$ cat config.mk
export PLATFORM = sky130hd
export DESIGN_NAME = uart_flow_control
export DESIGN_NICKNAME = d
export VERILOG_FILES = /design/src/design/uart_fc_pkg.sv /design/src/design/fc_if.sv /design/src/design/tx_flow_gate.sv /design/src/design/uart_flow_control.sv
export SDC_FILE = /design/constraint.sdc
export NUM_CORES = 1
export LEC_CHECK = 0
export ABC_AREA = 1
export BUFFER_PORTS_ARGS = -buffer_cell sky130_fd_sc_hd__clkbuf_2
export CAP_MARGIN = 20
export CORE_MARGIN = 5
export CORE_UTILIZATION = 50
export DETAILED_ROUTE_END_ITERATION = 16
export GPL_TIMING_DRIVEN = 0
export PLACE_DENSITY = 0.95
export SYNTH_ARGS = -nofsm -noshare
export SYNTH_HDL_FRONTEND = slang
export SYNTH_SLANG_ARGS = --single-unit
$ cat constraint.sdc
create_clock -name pclk -period 1.9 [get_ports pclk]
set_input_delay 0.38 -clock pclk [delete_from_list [all_inputs] [get_ports pclk]]
set_output_delay 0.38 -clock pclk [all_outputs]
set_load 0.01 [all_outputs]
$ cat src/design/uart_fc_pkg.sv
// constants for the uart flow-control block
// Behaviour
// any reset leaves transmitter in xon state with all flow control off
// transmit field: bit3 dsr, bit2 cts, bit1 xon-any, bit0 xon/xoff; zero disables
// xon/xoff mode pauses on received xoff and resumes on received xon
// xon-any mode pauses on xoff and resumes on any received character
// writing both xon-any and xon/xoff clears both bits
// combined mode stops on handshake loss or xoff; resumes needing both
// receive field: bit6 dtr, bit5 rts, bit4 xon/xoff; modes 0 to 7
// mode 3 changes rts and sends xoff on full; restores and sends xon on empty
// mode 6 changes dtr and rts together on full, restores both on empty
// modem_control register at 0xffa4 drives modem outputs
// remote party stops on xoff or handshake loss, resumes on xon or return; the bench remote_party ignores rts and dtr and reacts only to xoff and xon
// xon and xoff used for transmit flow control never reach the receive fifo
package uart_fc_pkg;
    localparam logic [15:0] MODEM_CONTROL_ADDR = 16'hffa4;
    localparam logic [15:0] FLOW_MODE_ADDR = 16'hffa8;
    localparam logic [15:0] FLOW_STATUS_ADDR = 16'hffac;
    localparam logic [7:0] MODEM_CONTROL_RESET = 8'h00;
    localparam logic [6:0] FLOW_MODE_RESET = 7'h00;
    localparam int MC_URST = 0;
    localparam int MC_DTR = 4;
    localparam int MC_RTS = 5;
    localparam int FM_TX_XONXOFF_ENABLE = 0;
    localparam int FM_XON_ANY_ENABLE = 1;
    localparam int FM_CTS = 2;
    localparam int FM_DSR = 3;
    localparam int FM_RX_XONXOFF_ENABLE = 4;
    localparam int FM_RTS = 5;
    localparam int FM_DTR = 6;
    localparam int ST_XON = 0;
    localparam int ST_TX_EN = 1;
    localparam int ST_THROTTLE = 2;
    localparam int ST_CTS = 3;
    localparam int ST_DSR = 4;
    localparam logic [7:0] XON_CHAR = 8'h11;
    localparam logic [7:0] XOFF_CHAR = 8'h13;
endpackage

$ cat src/design/fc_if.sv
// link between register/receive side and transmit gate
`timescale 1ns/1ps
`default_nettype none
interface fc_if;
    logic [3:0] tx_mode;
    logic cts_ok;
    logic dsr_ok;
    logic rx_valid;
    logic [7:0] rx_char;
    logic restart;
    logic xon_state;
    logic tx_enable;
    logic consumed;
    modport ctl (output tx_mode, cts_ok, dsr_ok, rx_valid, rx_char, restart,
                 input xon_state, tx_enable, consumed);
    modport gate (input tx_mode, cts_ok, dsr_ok, rx_valid, rx_char, restart,
                  output xon_state, tx_enable, consumed);
endinterface
`default_nettype wire

$ cat src/design/tx_flow_gate.sv
// transmit gate: xon/xoff state and handshake gating
`timescale 1ns/1ps
`default_nettype none
module tx_flow_gate (
    // clock and reset
    input wire logic pclk,
    input wire logic presetn,
    // control link
    fc_if.gate fc
);
    typedef struct packed {
        logic xon;
        logic tx_enable;
    } gate_s;

    gate_s st;
    gate_s next_st;
    logic sw_on;
    logic hw_ok;

    always_comb begin
        next_st = st;
        fc.consumed = 1'b0;
        sw_on = fc.tx_mode[uart_fc_pkg::FM_TX_XONXOFF_ENABLE] | fc.tx_mode[uart_fc_pkg::FM_XON_ANY_ENABLE];
        hw_ok = (~fc.tx_mode[uart_fc_pkg::FM_CTS] | fc.cts_ok)
              & (~fc.tx_mode[uart_fc_pkg::FM_DSR] | fc.dsr_ok);
        if (fc.restart || !sw_on) begin
            next_st.xon = 1'b1;
        end else if (fc.rx_valid) begin
            if (fc.rx_char == uart_fc_pkg::XOFF_CHAR) begin
                next_st.xon = 1'b0;
                fc.consumed = 1'b1;
            end else if (fc.rx_char == uart_fc_pkg::XON_CHAR) begin
                next_st.xon = 1'b1;
                fc.consumed = 1'b1;
            end else if (fc.tx_mode[uart_fc_pkg::FM_XON_ANY_ENABLE]) begin
                next_st.xon = 1'b1;
            end
        end
        // both conditions must permit sending before the transmitter runs again; a restart needs only xon
        next_st.tx_enable = next_st.xon & (hw_ok | fc.restart);
    end

    always_ff @(posedge pclk or negedge presetn) begin
        if (!presetn) begin
            st <= '{xon: 1'b1, tx_enable: 1'b1};
        end else begin
            st <= next_st;
        end
    end

    assign fc.xon_state = st.xon;
    assign fc.tx_enable = st.tx_enable;
endmodule
`default_nettype wire

$ cat src/design/uart_flow_control.sv
// uart flow control: apb registers, receive throttling, transmit gating
//
// Decided for this implementation: the APB interface to the registers.
`timescale 1ns/1ps
`default_nettype none
module uart_flow_control (
    // apb slave
    input wire logic pclk,
    input wire logic presetn,
    input wire logic psel,
    input wire logic penable,
    input wire logic pwrite,
    input wire logic [15:0] paddr,
    input wire logic [31:0] pwdata,
    input wire logic [3:0] pstrb,
    output logic [31:0] prdata,
    output logic pready,
    output logic pslverr,
    // modem pins
    input wire logic cts,
    input wire logic dsr,
    output logic rts,
    output logic dtr,
    // receiver side
    input wire logic rx_valid,
    input wire logic [7:0] rx_char,
    input wire logic rx_fifo_full,
    input wire logic rx_fifo_empty,
    output logic rx_store_valid,
    output logic [7:0] rx_store_char,
    // transmitter side
    output logic tx_enable,
    output logic send_req,
    output logic [7:0] send_char,
    input wire logic send_ack
);
    typedef struct packed {
        logic [7:0] mc;
        logic [6:0] fm;
        logic throttled;
        logic full_q;
        logic xoff_pend;
        logic xon_pend;
        logic send_req;
        logic [7:0] send_char;
        logic rts;
        logic dtr;
        logic [31:0] prdata;
        logic pready;
        logic pslverr;
        logic store_valid;
        logic [7:0] store_char;
        logic cts_s1;
        logic cts_s2;
        logic dsr_s1;
        logic dsr_s2;
    } top_s;

    top_s st;
    top_s next_st;
    fc_if fc ();

    logic setup;
    logic wr;
    logic wr_mc;
    logic wr_fm;
    logic soft_rst;
    logic became_full;
    logic [2:0] rx_mode;
    logic [6:0] fm_val;

    tx_flow_gate u_gate (
        .pclk(pclk),
        .presetn(presetn),
        .fc(fc)
    );

    assign setup = psel & ~penable;
    // a write lands only at the edge that sees pready with the access phase
    assign wr = psel & penable & pwrite & st.pready & pstrb[0];
    assign wr_mc = wr & (paddr == uart_fc_pkg::MODEM_CONTROL_ADDR);
    assign wr_fm = wr & (paddr == uart_fc_pkg::FLOW_MODE_ADDR);
    assign soft_rst = wr_mc & pwdata[uart_fc_pkg::MC_URST];
    assign rx_mode = st.fm[6:4];
    assign became_full = rx_fifo_full & ~st.full_q;

    always_comb begin
        fm_val = pwdata[6:0];
        if (fm_val[1:0] == 2'b11) begin
            fm_val[1:0] = 2'b00;
        end
    end

    assign fc.tx_mode = st.fm[3:0];
    assign fc.cts_ok = st.cts_s2;
    assign fc.dsr_ok = st.dsr_s2;
    assign fc.rx_valid = rx_valid;
    assign fc.rx_char = rx_char;
    assign fc.restart = soft_rst;

    always_comb begin
        next_st = st;
        // pins from outside pass two flops; only the second is read
        next_st.cts_s1 = cts;
        next_st.cts_s2 = st.cts_s1;
        next_st.dsr_s1 = dsr;
        next_st.dsr_s2 = st.dsr_s1;
        next_st.full_q = rx_fifo_full;

        // apb: answer one cycle after setup, read data caught at setup
        next_st.pready = setup;
        if (setup) begin
            next_st.pslverr = 1'b0;
            unique case (paddr)
                uart_fc_pkg::MODEM_CONTROL_ADDR: next_st.prdata = {24'h000000, st.mc};
                uart_fc_pkg::FLOW_MODE_ADDR: next_st.prdata = {25'h0000000, st.fm};
                uart_fc_pkg::FLOW_STATUS_ADDR: begin
                    next_st.prdata = 32'h00000000;
                    next_st.prdata[uart_fc_pkg::ST_XON] = fc.xon_state;
                    next_st.prdata[uart_fc_pkg::ST_TX_EN] = fc.tx_enable;
                    next_st.prdata[uart_fc_pkg::ST_THROTTLE] = st.throttled;
                    next_st.prdata[uart_fc_pkg::ST_CTS] = st.cts_s2;
                    next_st.prdata[uart_fc_pkg::ST_DSR] = st.dsr_s2;
                end
                default: begin
                    next_st.prdata = 32'h00000000;
                    next_st.pslverr = 1'b1;
                end
            endcase
        end else if (!psel) begin
            next_st.pslverr = 1'b0;
        end

        // the reset bit acts once and is never stored
        if (wr_mc) begin
            next_st.mc = pwdata[7:0];
            next_st.mc[uart_fc_pkg::MC_URST] = 1'b0;
        end
        if (wr_fm) begin
            next_st.fm = fm_val;
        end

        // receive character path; flow characters stop here
        next_st.store_valid = rx_valid & ~fc.consumed;
        if (rx_valid) begin
            next_st.store_char = rx_char;
        end

        // send engine: one request held until the transmitter takes it
        if (st.send_req && send_ack) begin
            next_st.send_req = 1'b0;
        end else if (!st.send_req && st.xoff_pend) begin
            next_st.send_req = 1'b1;
            next_st.send_char = uart_fc_pkg::XOFF_CHAR;
            next_st.xoff_pend = 1'b0;
        end else if (!st.send_req && st.xon_pend) begin
            next_st.send_req = 1'b1;
            next_st.send_char = uart_fc_pkg::XON_CHAR;
            next_st.xon_pend = 1'b0;
        end

        // throttle on the edge into full, release once drained to empty;
        // pending flags are set after the send engine clears them, so sets win
        if (rx_mode == 3'h0) begin
            next_st.throttled = 1'b0;
        end else if (!st.throttled && became_full) begin
            next_st.throttled = 1'b1;
            if (st.fm[uart_fc_pkg::FM_RX_XONXOFF_ENABLE]) begin
                next_st.xoff_pend = 1'b1;
                next_st.xon_pend = 1'b0;
            end
        end else if (st.throttled && rx_fifo_empty) begin
            next_st.throttled = 1'b0;
            if (st.fm[uart_fc_pkg::FM_RX_XONXOFF_ENABLE]) begin
                next_st.xon_pend = 1'b1;
                next_st.xoff_pend = 1'b0;
            end
        end

        if (soft_rst) begin
            next_st.fm = uart_fc_pkg::FLOW_MODE_RESET;
            next_st.throttled = 1'b0;
            next_st.xoff_pend = 1'b0;
            next_st.xon_pend = 1'b0;
            next_st.send_req = 1'b0;
        end

        // pins follow software, inverted while throttled in the selected lines
        next_st.rts = next_st.mc[uart_fc_pkg::MC_RTS]
                    ^ (next_st.fm[uart_fc_pkg::FM_RTS] & next_st.throttled);
        next_st.dtr = next_st.mc[uart_fc_pkg::MC_DTR]
                    ^ (next_st.fm[uart_fc_pkg::FM_DTR] & next_st.throttled);
    end

    always_ff @(posedge pclk or negedge presetn) begin
        if (!presetn) begin
            st <= '0;
            st.mc <= uart_fc_pkg::MODEM_CONTROL_RESET;
            st.fm <= uart_fc_pkg::FLOW_MODE_RESET;
        end else begin
            st <= next_st;
        end
    end

    assign prdata = st.prdata;
    assign pready = st.pready;
    assign pslverr = st.pslverr;
    assign rts = st.rts;
    assign dtr = st.dtr;
    assign rx_store_valid = st.store_valid;
    assign rx_store_char = st.store_char;
    assign tx_enable = fc.tx_enable;
    assign send_req = st.send_req;
    assign send_char = st.send_char;
endmodule
`default_nettype wire
==> flow_summary.yaml, run 1 <==
outcome:
  run_status: "complete, no violations"
power:
  power_per_cell_area_mw_per_mm2: 660
  power.static_leakage_nw: 1.97
  vdd.ir_drop.worst_mv: 0.481
synth:
  synthDistinctLibCells: 27
  syn_inst_count: 308
  syn-cell-area_mm2: 0.00264
  synth-compound-area-share: 0.0669
  synth.area.mux_share: 0.0256
  synth_adder_area_share: 0
  synth_area_leaders: "sky130_fd_sc_hd__dfrtp_1, sky130_fd_sc_hd__buf_4, sky130_fd_sc_hd__nand2_1"
  post_synth_xor_area_fraction: 0
  postSynthRegisterBits: 48
  synth.top_cell.area_share: 0.436
  synth_top_family_by_area: "simple AND/OR/NAND/NOR gates"
  synthesis_warnings: 0
  area_fraction_in_and_or_nand_and_nor_cells_after_synthesis: 0.247
  synth_sequential_area_ratio: 0.456
  dominant_cell_type_by_area_after_synthesis: "sky130_fd_sc_hd__dfrtp_1"
  synthesis.area_per_instance_um2: 8.57
route:
  post-route-drc-count: 0
  drt-total-wl_um: 5430
  drt_iter0_markers: 148
  num_vias: 2160
  postRouteAntennaNets: 0
  iteration_count_of_the_initial_detailed_routing_pass: 4
  wl_per_cell_um: 11.2
  post_drt_via_cell_ratio: 4.46
worst_setup_path:
  timing.critical_path.to_type: "flip-flop"
  worstPathMaxFanout: 8
  worst_r2r_startpoint: "pready"
  arrival_ns: 1.57
  reg2reg_to: "send_req"
  crit_path_start: "pready"
  worstSetupEndpoint: "send_req"
  critical_path_required_ns: 2.10
  setup.worst_path.class: "flip-flop to flip-flop"
  timing.reg2reg.setup_slack_ns: 0.53
  worst_setup_path_start_kind: "flip-flop"
  worstRegToRegCells: 7
global_routing:
  global_route.overflow_total: 0
  grt_pass1_wl_um: 8760
  grt.total_usage: 0.169
  grt_util_met3: 0.0445
  globalRouteMet1Util: 0.204
  antenna_found_initial: 0
  top_usage_layer: "met2"
  largest_net_degree_at_the_start_of_global_routing: 31
  grt_util_met2: 0.298
  number_of_global_route_vias_before_repair: 2001
floorplan:
  die_area_mm2: 0.00683
  row_count: 26
  die_width_um: 82.6
  initial_core_util: 0.517
  floorplan.io_pins: 126
  chipHeight_um: 82.6
  floorplan.core_area_mm2: 0.00511
clock_tree:
  postCtsSetupRepairBufs: 0
  post_cts_hold_buffer_count: 0
  cts.repair.resized: 0
  clk_transition_reported_paths_ns: 0.09
  cts_tree: "done"
  clk-insertion-delay-late_ns: 0.30
  clkSinkCount: 48
  clock_tree.root_cell: "sky130_fd_sc_hd__clkbuf_8"
  tritoncts.num_buffers: 5
  cts_max_path_buffers: 2
  cts-htree-levels: 2
timing:
  worst_slew_margin_rel: 0.651
  final.period_utilization: 0.720
  setup-tns-final_ns: 0
  setup_viol_count_final: 0
  maxSlewViolCount: 0
  hold_slack_ns: 0.0396
  timing.fmax_mhz: 731
  min_period_ns: 1.37
  final_hold_vio_count: 0
  worst-slew-pin-transition_ns: 0.523
  rsz0062_at_grt: "no"
  fin_skew_ns: 0.00679
cells_and_area:
  area_delta_synth_final_pct: 24.7
  antennaDiodeCount: 0
  drive_above_1_share: 0.377
  fin_nets: 484
flow_run:
  maxCapViolCount: 0
placement:
  place_hpwl_um: 4480
  place.gp.congestion: 0.828
  port_buffers: 69
hold_path:
  min_delay_path_class: "input pin to async pin"
-- layout by cell type (no fill, tap or decap), types with 2 or more instances in the layout --
| cell type | instances |
|---|---|
| sky130_fd_sc_hd__nand3_4 | 2 |
| sky130_fd_sc_hd__o21ai_0 | 8 |
| sky130_fd_sc_hd__nor2_4 | 3 |
| sky130_fd_sc_hd__inv_1 | 43 |
| sky130_fd_sc_hd__inv_2 | 3 |
| sky130_fd_sc_hd__o31ai_1 | 2 |
| sky130_fd_sc_hd__nor2_2 | 4 |
| sky130_fd_sc_hd__nand4_1 | 3 |
| sky130_fd_sc_hd__a21oi_1 | 7 |
| sky130_fd_sc_hd__nand2_4 | 3 |
| sky130_fd_sc_hd__clkbuf_8 | 6 |
| sky130_fd_sc_hd__nor2_8 | 3 |
| sky130_fd_sc_hd__buf_4 | 48 |
| sky130_fd_sc_hd__o211ai_1 | 2 |
| sky130_fd_sc_hd__o22ai_1 | 9 |
| sky130_fd_sc_hd__clkbuf_2 | 69 |
| sky130_fd_sc_hd__dfrtp_1 | 46 |
| sky130_fd_sc_hd__nand3_1 | 16 |
| sky130_fd_sc_hd__nand2_2 | 3 |
| sky130_fd_sc_hd__dfstp_2 | 2 |
| sky130_fd_sc_hd__mux2_2 | 6 |
| sky130_fd_sc_hd__nand2_1 | 78 |
| sky130_fd_sc_hd__conb_1 | 29 |
| sky130_fd_sc_hd__nor2_1 | 11 |
-- metal layers --
| metal | vias up | wire (um) |
|---|---|---|
| li1 | 1093 | - |
| met1 | 979 | 2160 |
| met2 | 82 | 2720 |
| met3 | 6 | 490 |
| met4 | 0 | 57 |
| met5 | - | 0 |
-- metrics by stage --
step	instance area [um^2]	cells	setup WS, ns	utilization	total power, mW
2_1_floorplan	2740	336	0.594	-	1.41
3_3_place_gp	3180	475	0.371	0.622	1.55
3_5_place_dp	3200	476	0.318	0.626	1.57
4_1_cts	3290	484	0.517	0.644	2.19
5_1_grt	3290	484	0.433	0.644	2.30
6_report	3290	484	0.531	0.644	2.17
-- Yosys cell counts (all sizes together) --
library cell / n
o31ai: 2
nand4: 3
nand2: 84
conb: 1
nor3: 1
inv: 46
a31oi: 1
nand3: 18
o22ai: 9
mux2: 6
nor2: 21
o211ai: 2
dfrtp: 46
o21ai: 8
a21oi: 8
or2: 1
dfstp: 2
buf: 49
-- power breakdown --
part,leakage [nW],switching (mW),total (mW),internal (mW)
combinational,1.37,0.230,0.427,0.197
sequential,0.558,0.0328,1.12,1.09
clock,0.0445,0.329,0.625,0.296
total,1.97,0.592,2.17,1.58
-- critical path: stages, from the launching register on --
cell	delay (ns)
sky130_fd_sc_hd__dfrtp_1	0.35
sky130_fd_sc_hd__nand3_1	0.17
sky130_fd_sc_hd__nor2_8	0.24
sky130_fd_sc_hd__nand3_4	0.15
sky130_fd_sc_hd__nor2_2	0.15
sky130_fd_sc_hd__inv_1	0.10
sky130_fd_sc_hd__nand2_1	0.06
sky130_fd_sc_hd__inv_1	0.03
-- area by class of cell --
type | count | area (um^2)
Fill cell | 439 | 1820
Sequential cell | 48 | 1200
Multi-Input combinational cell | 193 | 1000
Timing Repair Buffer | 70 | 365
Buffer | 49 | 364
Inverter | 46 | 173
Tap cell | 70 | 87.6
Clock buffer | 7 | 86.3
Clock inverter | 1 | 7.51
-- flip-flops by register name, indices dropped and copies added, names as in the netlist, 2 cells and up --
name and count:
st 11, prdata 8, rx_store_char 8, fc.tx_mode 4, rx_mode 3, next_st 2
send_char 2
-- how the worst min path moves through the flow --
| stage | from | to | slack (ns) |
|---|---|---|---|
| floorplan | presetn | dtr | 0.08 |
| global placement | next_st[2] | fc.cts_ok | 0.33 |
| detailed placement | next_st[2] | fc.cts_ok | 0.34 |
| CTS | presetn | rx_store_char[4] | 0.05 |
| global route | presetn | rx_store_char[4] | 0.06 |
| finish | presetn | rx_store_char[4] | 0.04 |
-- kinds of logic (layout without fill, tap and decap cells) --
logic type,Yosys count,count (layout)
flops,48,48
other cells,1,29
mux,6,6
buf+inv,95,173
simple gates,128,128
compound gates,30,30
(Power assumes the default switching activity.)
==> inputs of run 2 (changes only) <==
CORE_UTILIZATION = 47   (was 50)
PLACE_DENSITY = 0.93   (was 0.95)
clock period = 1.42 ns   (was 1.9 ns; I/O delays follow)
==> run 2 against run 1 <==
- global-route usage down 0.82 points
- final area up 1.1%
- highest routed layer unchanged
- clock power up 34%
- sequential power up 34%
- fmax up 3.9%
==> flow_summary.yaml, run 2 (synthesis results as in run 1) <==
cells_and_area:
  fin_nets: 486
  layout.cells.most_common: "sky130_fd_sc_hd__nand2_1"
  layout.cells.most_common_list: "sky130_fd_sc_hd__nand2_1, sky130_fd_sc_hd__clkbuf_2, sky130_fd_sc_hd__buf_4, sky130_fd_sc_hd__dfrtp_1, sky130_fd_sc_hd__inv_1"
  multi_input_gate_area_mm2: 0.00102
  layout.filler_cells: 508
  top_register_by_number_of_flip_flops: "st"
  final_design_area_no_fill_mm2: 0.00333
  sequential_cell_area_mm2: 0.00120
  area_delta_synth_final_pct: 26.1
  antennaDiodeCount: 0
  largest_reg_flops: 11
  drive_above_1_share: 0.380
  fin_cells: 488
timing:
  min_period_ns: 1.32
  setup_viol_count_final: 0
  worst-slew-pin-transition_ns: 0.588
  maxSlewViolCount: 0
  final.period_utilization: 0.927
  fin_skew_ns: 0.00627
  final_hold_vio_count: 0
  hold_slack_ns: 0.0829
  worst_slew_margin_rel: 0.608
  timing.fmax_mhz: 759
clock_tree:
  clk-insertion-delay-late_ns: 0.30
  clock_tree.root_cell: "sky130_fd_sc_hd__clkbuf_8"
  tritoncts.num_buffers: 5
  cts-htree-levels: 2
  clk_transition_reported_paths_ns: 0.09
  cts_max_path_buffers: 2
  clkSinkCount: 48
  cts_tree: "done"
global_routing:
  largest_net_degree_at_the_start_of_global_routing: 28
  grt.total_usage: 0.161
  grt_pass1_wl_um: 9470
  antenna_found_initial: 0
  number_of_global_route_vias_before_repair: 2201
  global_route.overflow_total: 0
hold_path:
  min_delay_path_class: "input pin to flip-flop"
  cells_on_worst_hold_path: 1
floorplan:
  floorplan.core_area_mm2: 0.00547
  die_width_um: 84.9
  die_area_mm2: 0.00721
  floorplan.io_pins: 126
  initial_core_util: 0.482
  chipHeight_um: 84.9
  row_count: 27
route:
  post_drt_via_cell_ratio: 4.40
  wl_per_cell_um: 11.4
  drt-total-wl_um: 5550
  post-route-drc-count: 0
  iteration_count_of_the_initial_detailed_routing_pass: 4
  num_vias: 2149
  drt_iter0_markers: 106
  postRouteAntennaNets: 0
placement:
  port_buffers: 69
  place_hpwl_um: 4600
  place.gp.congestion: 0.839
  placed_cell_area_mm2: 0.00320
  place_inst: 478
worst_setup_path:
  worstPathMaxFanout: 8
  worst_setup_path_start_kind: "flip-flop"
  critical_path_required_ns: 1.62
  setup.worst_path.class: "flip-flop to flip-flop"
  timing.critical_path.to_type: "flip-flop"
  arrival_ns: 1.52
  worstRegToRegCells: 7
power:
  power.static_leakage_nw: 1.98
  power_per_cell_area_mw_per_mm2: 878
  vdd.ir_drop.worst_mv: 0.468
flow_run:
  maxCapViolCount: 0
outcome:
  run_status: "complete, no violations"
-- run 2: cell count changes in the layout (fill, tap and decap cells not counted) --
cell and change:
sky130_fd_sc_hd__buf_4 +1, sky130_fd_sc_hd__dlygate4sd3_1 +1, sky130_fd_sc_hd__nand3_1 -1, sky130_fd_sc_hd__nand3_4 +1
sky130_fd_sc_hd__nor2_2 -1, sky130_fd_sc_hd__nor2_4 +1
-- run 2: layout make-up --
cell class | count | share of cell area
sequential | 48 | 0.362
multi-input combinational | 193 | 0.307
clock buffer | 7 | 0.0259
inverter | 46 | 0.0519
buffer | 49 | 0.109
timing repair buffer | 72 | 0.115
tap | 72 | 0.0271
clock inverter | 1 | 0.00226
-- run 2: path summary, 6_finish.rpt --
check	slack, ns	startpoint	endpoint
setup / recovery	0.10	pready	send_req
hold / removal	0.08	dsr	next_st[0]
setup reg to reg	0.10	pready	send_req
hold reg to reg	0.35	next_st[2]	fc.cts_ok
max in group asynchronous	0.29	presetn	u_gate.fc.tx_enable
min in group asynchronous	0.51	presetn	dtr
-- run 2: power by group --
part | total, mW | internal, mW | switching, mW
combinational | 0.583 | 0.266 | 0.317
clock | 0.840 | 0.396 | 0.444
sequential | 1.50 | 1.45 | 0.0439
total | 2.92 | 2.12 | 0.804
-- run 2: worst max-delay path, cell delays in order, from the launching register on --
cell and delay [ns]:
sky130_fd_sc_hd__dfrtp_1 0.40, sky130_fd_sc_hd__nand3_4 0.11, sky130_fd_sc_hd__nor2_8 0.23, sky130_fd_sc_hd__nand3_4 0.16, sky130_fd_sc_hd__nor2_4 0.13, sky130_fd_sc_hd__inv_1 0.09
sky130_fd_sc_hd__nand2_1 0.07, sky130_fd_sc_hd__inv_1 0.03
-- run 2: what timing repair did --
item / CTS / global route
endpoints found under the hold margin: 21 / 0
hold buffers: 1 / 0
setup endpoints to repair: 0 / 7
gates resized for setup: 0 / 3
setup buffers: 0 / 1
-- run 2: per-layer routing --
metal / part of all wire / vias up / GRT usage
li1: - / 1105 / -
met1: 0.40 / 970 / 0.185
met2: 0.53 / 70 / 0.300
met3: 0.068 / 4 / 0.0417
met4: 0.0047 / 0 / 0.0302
met5: 0 / - / 0
-- run 2: through the flow --
step	TNS, ns	total power, mW	util	setup slack [ns]
after CTS	0	2.94	0.604	0.0137
final	0	2.92	0.608	0.103
after global placement	-0.145	2.07	0.581	-0.0273
after detailed placement	-0.456	2.11	0.585	-0.0662
after global routing	-0.000910	3.10	0.608	-0.000910
after floorplan	0	1.89	-	0.166
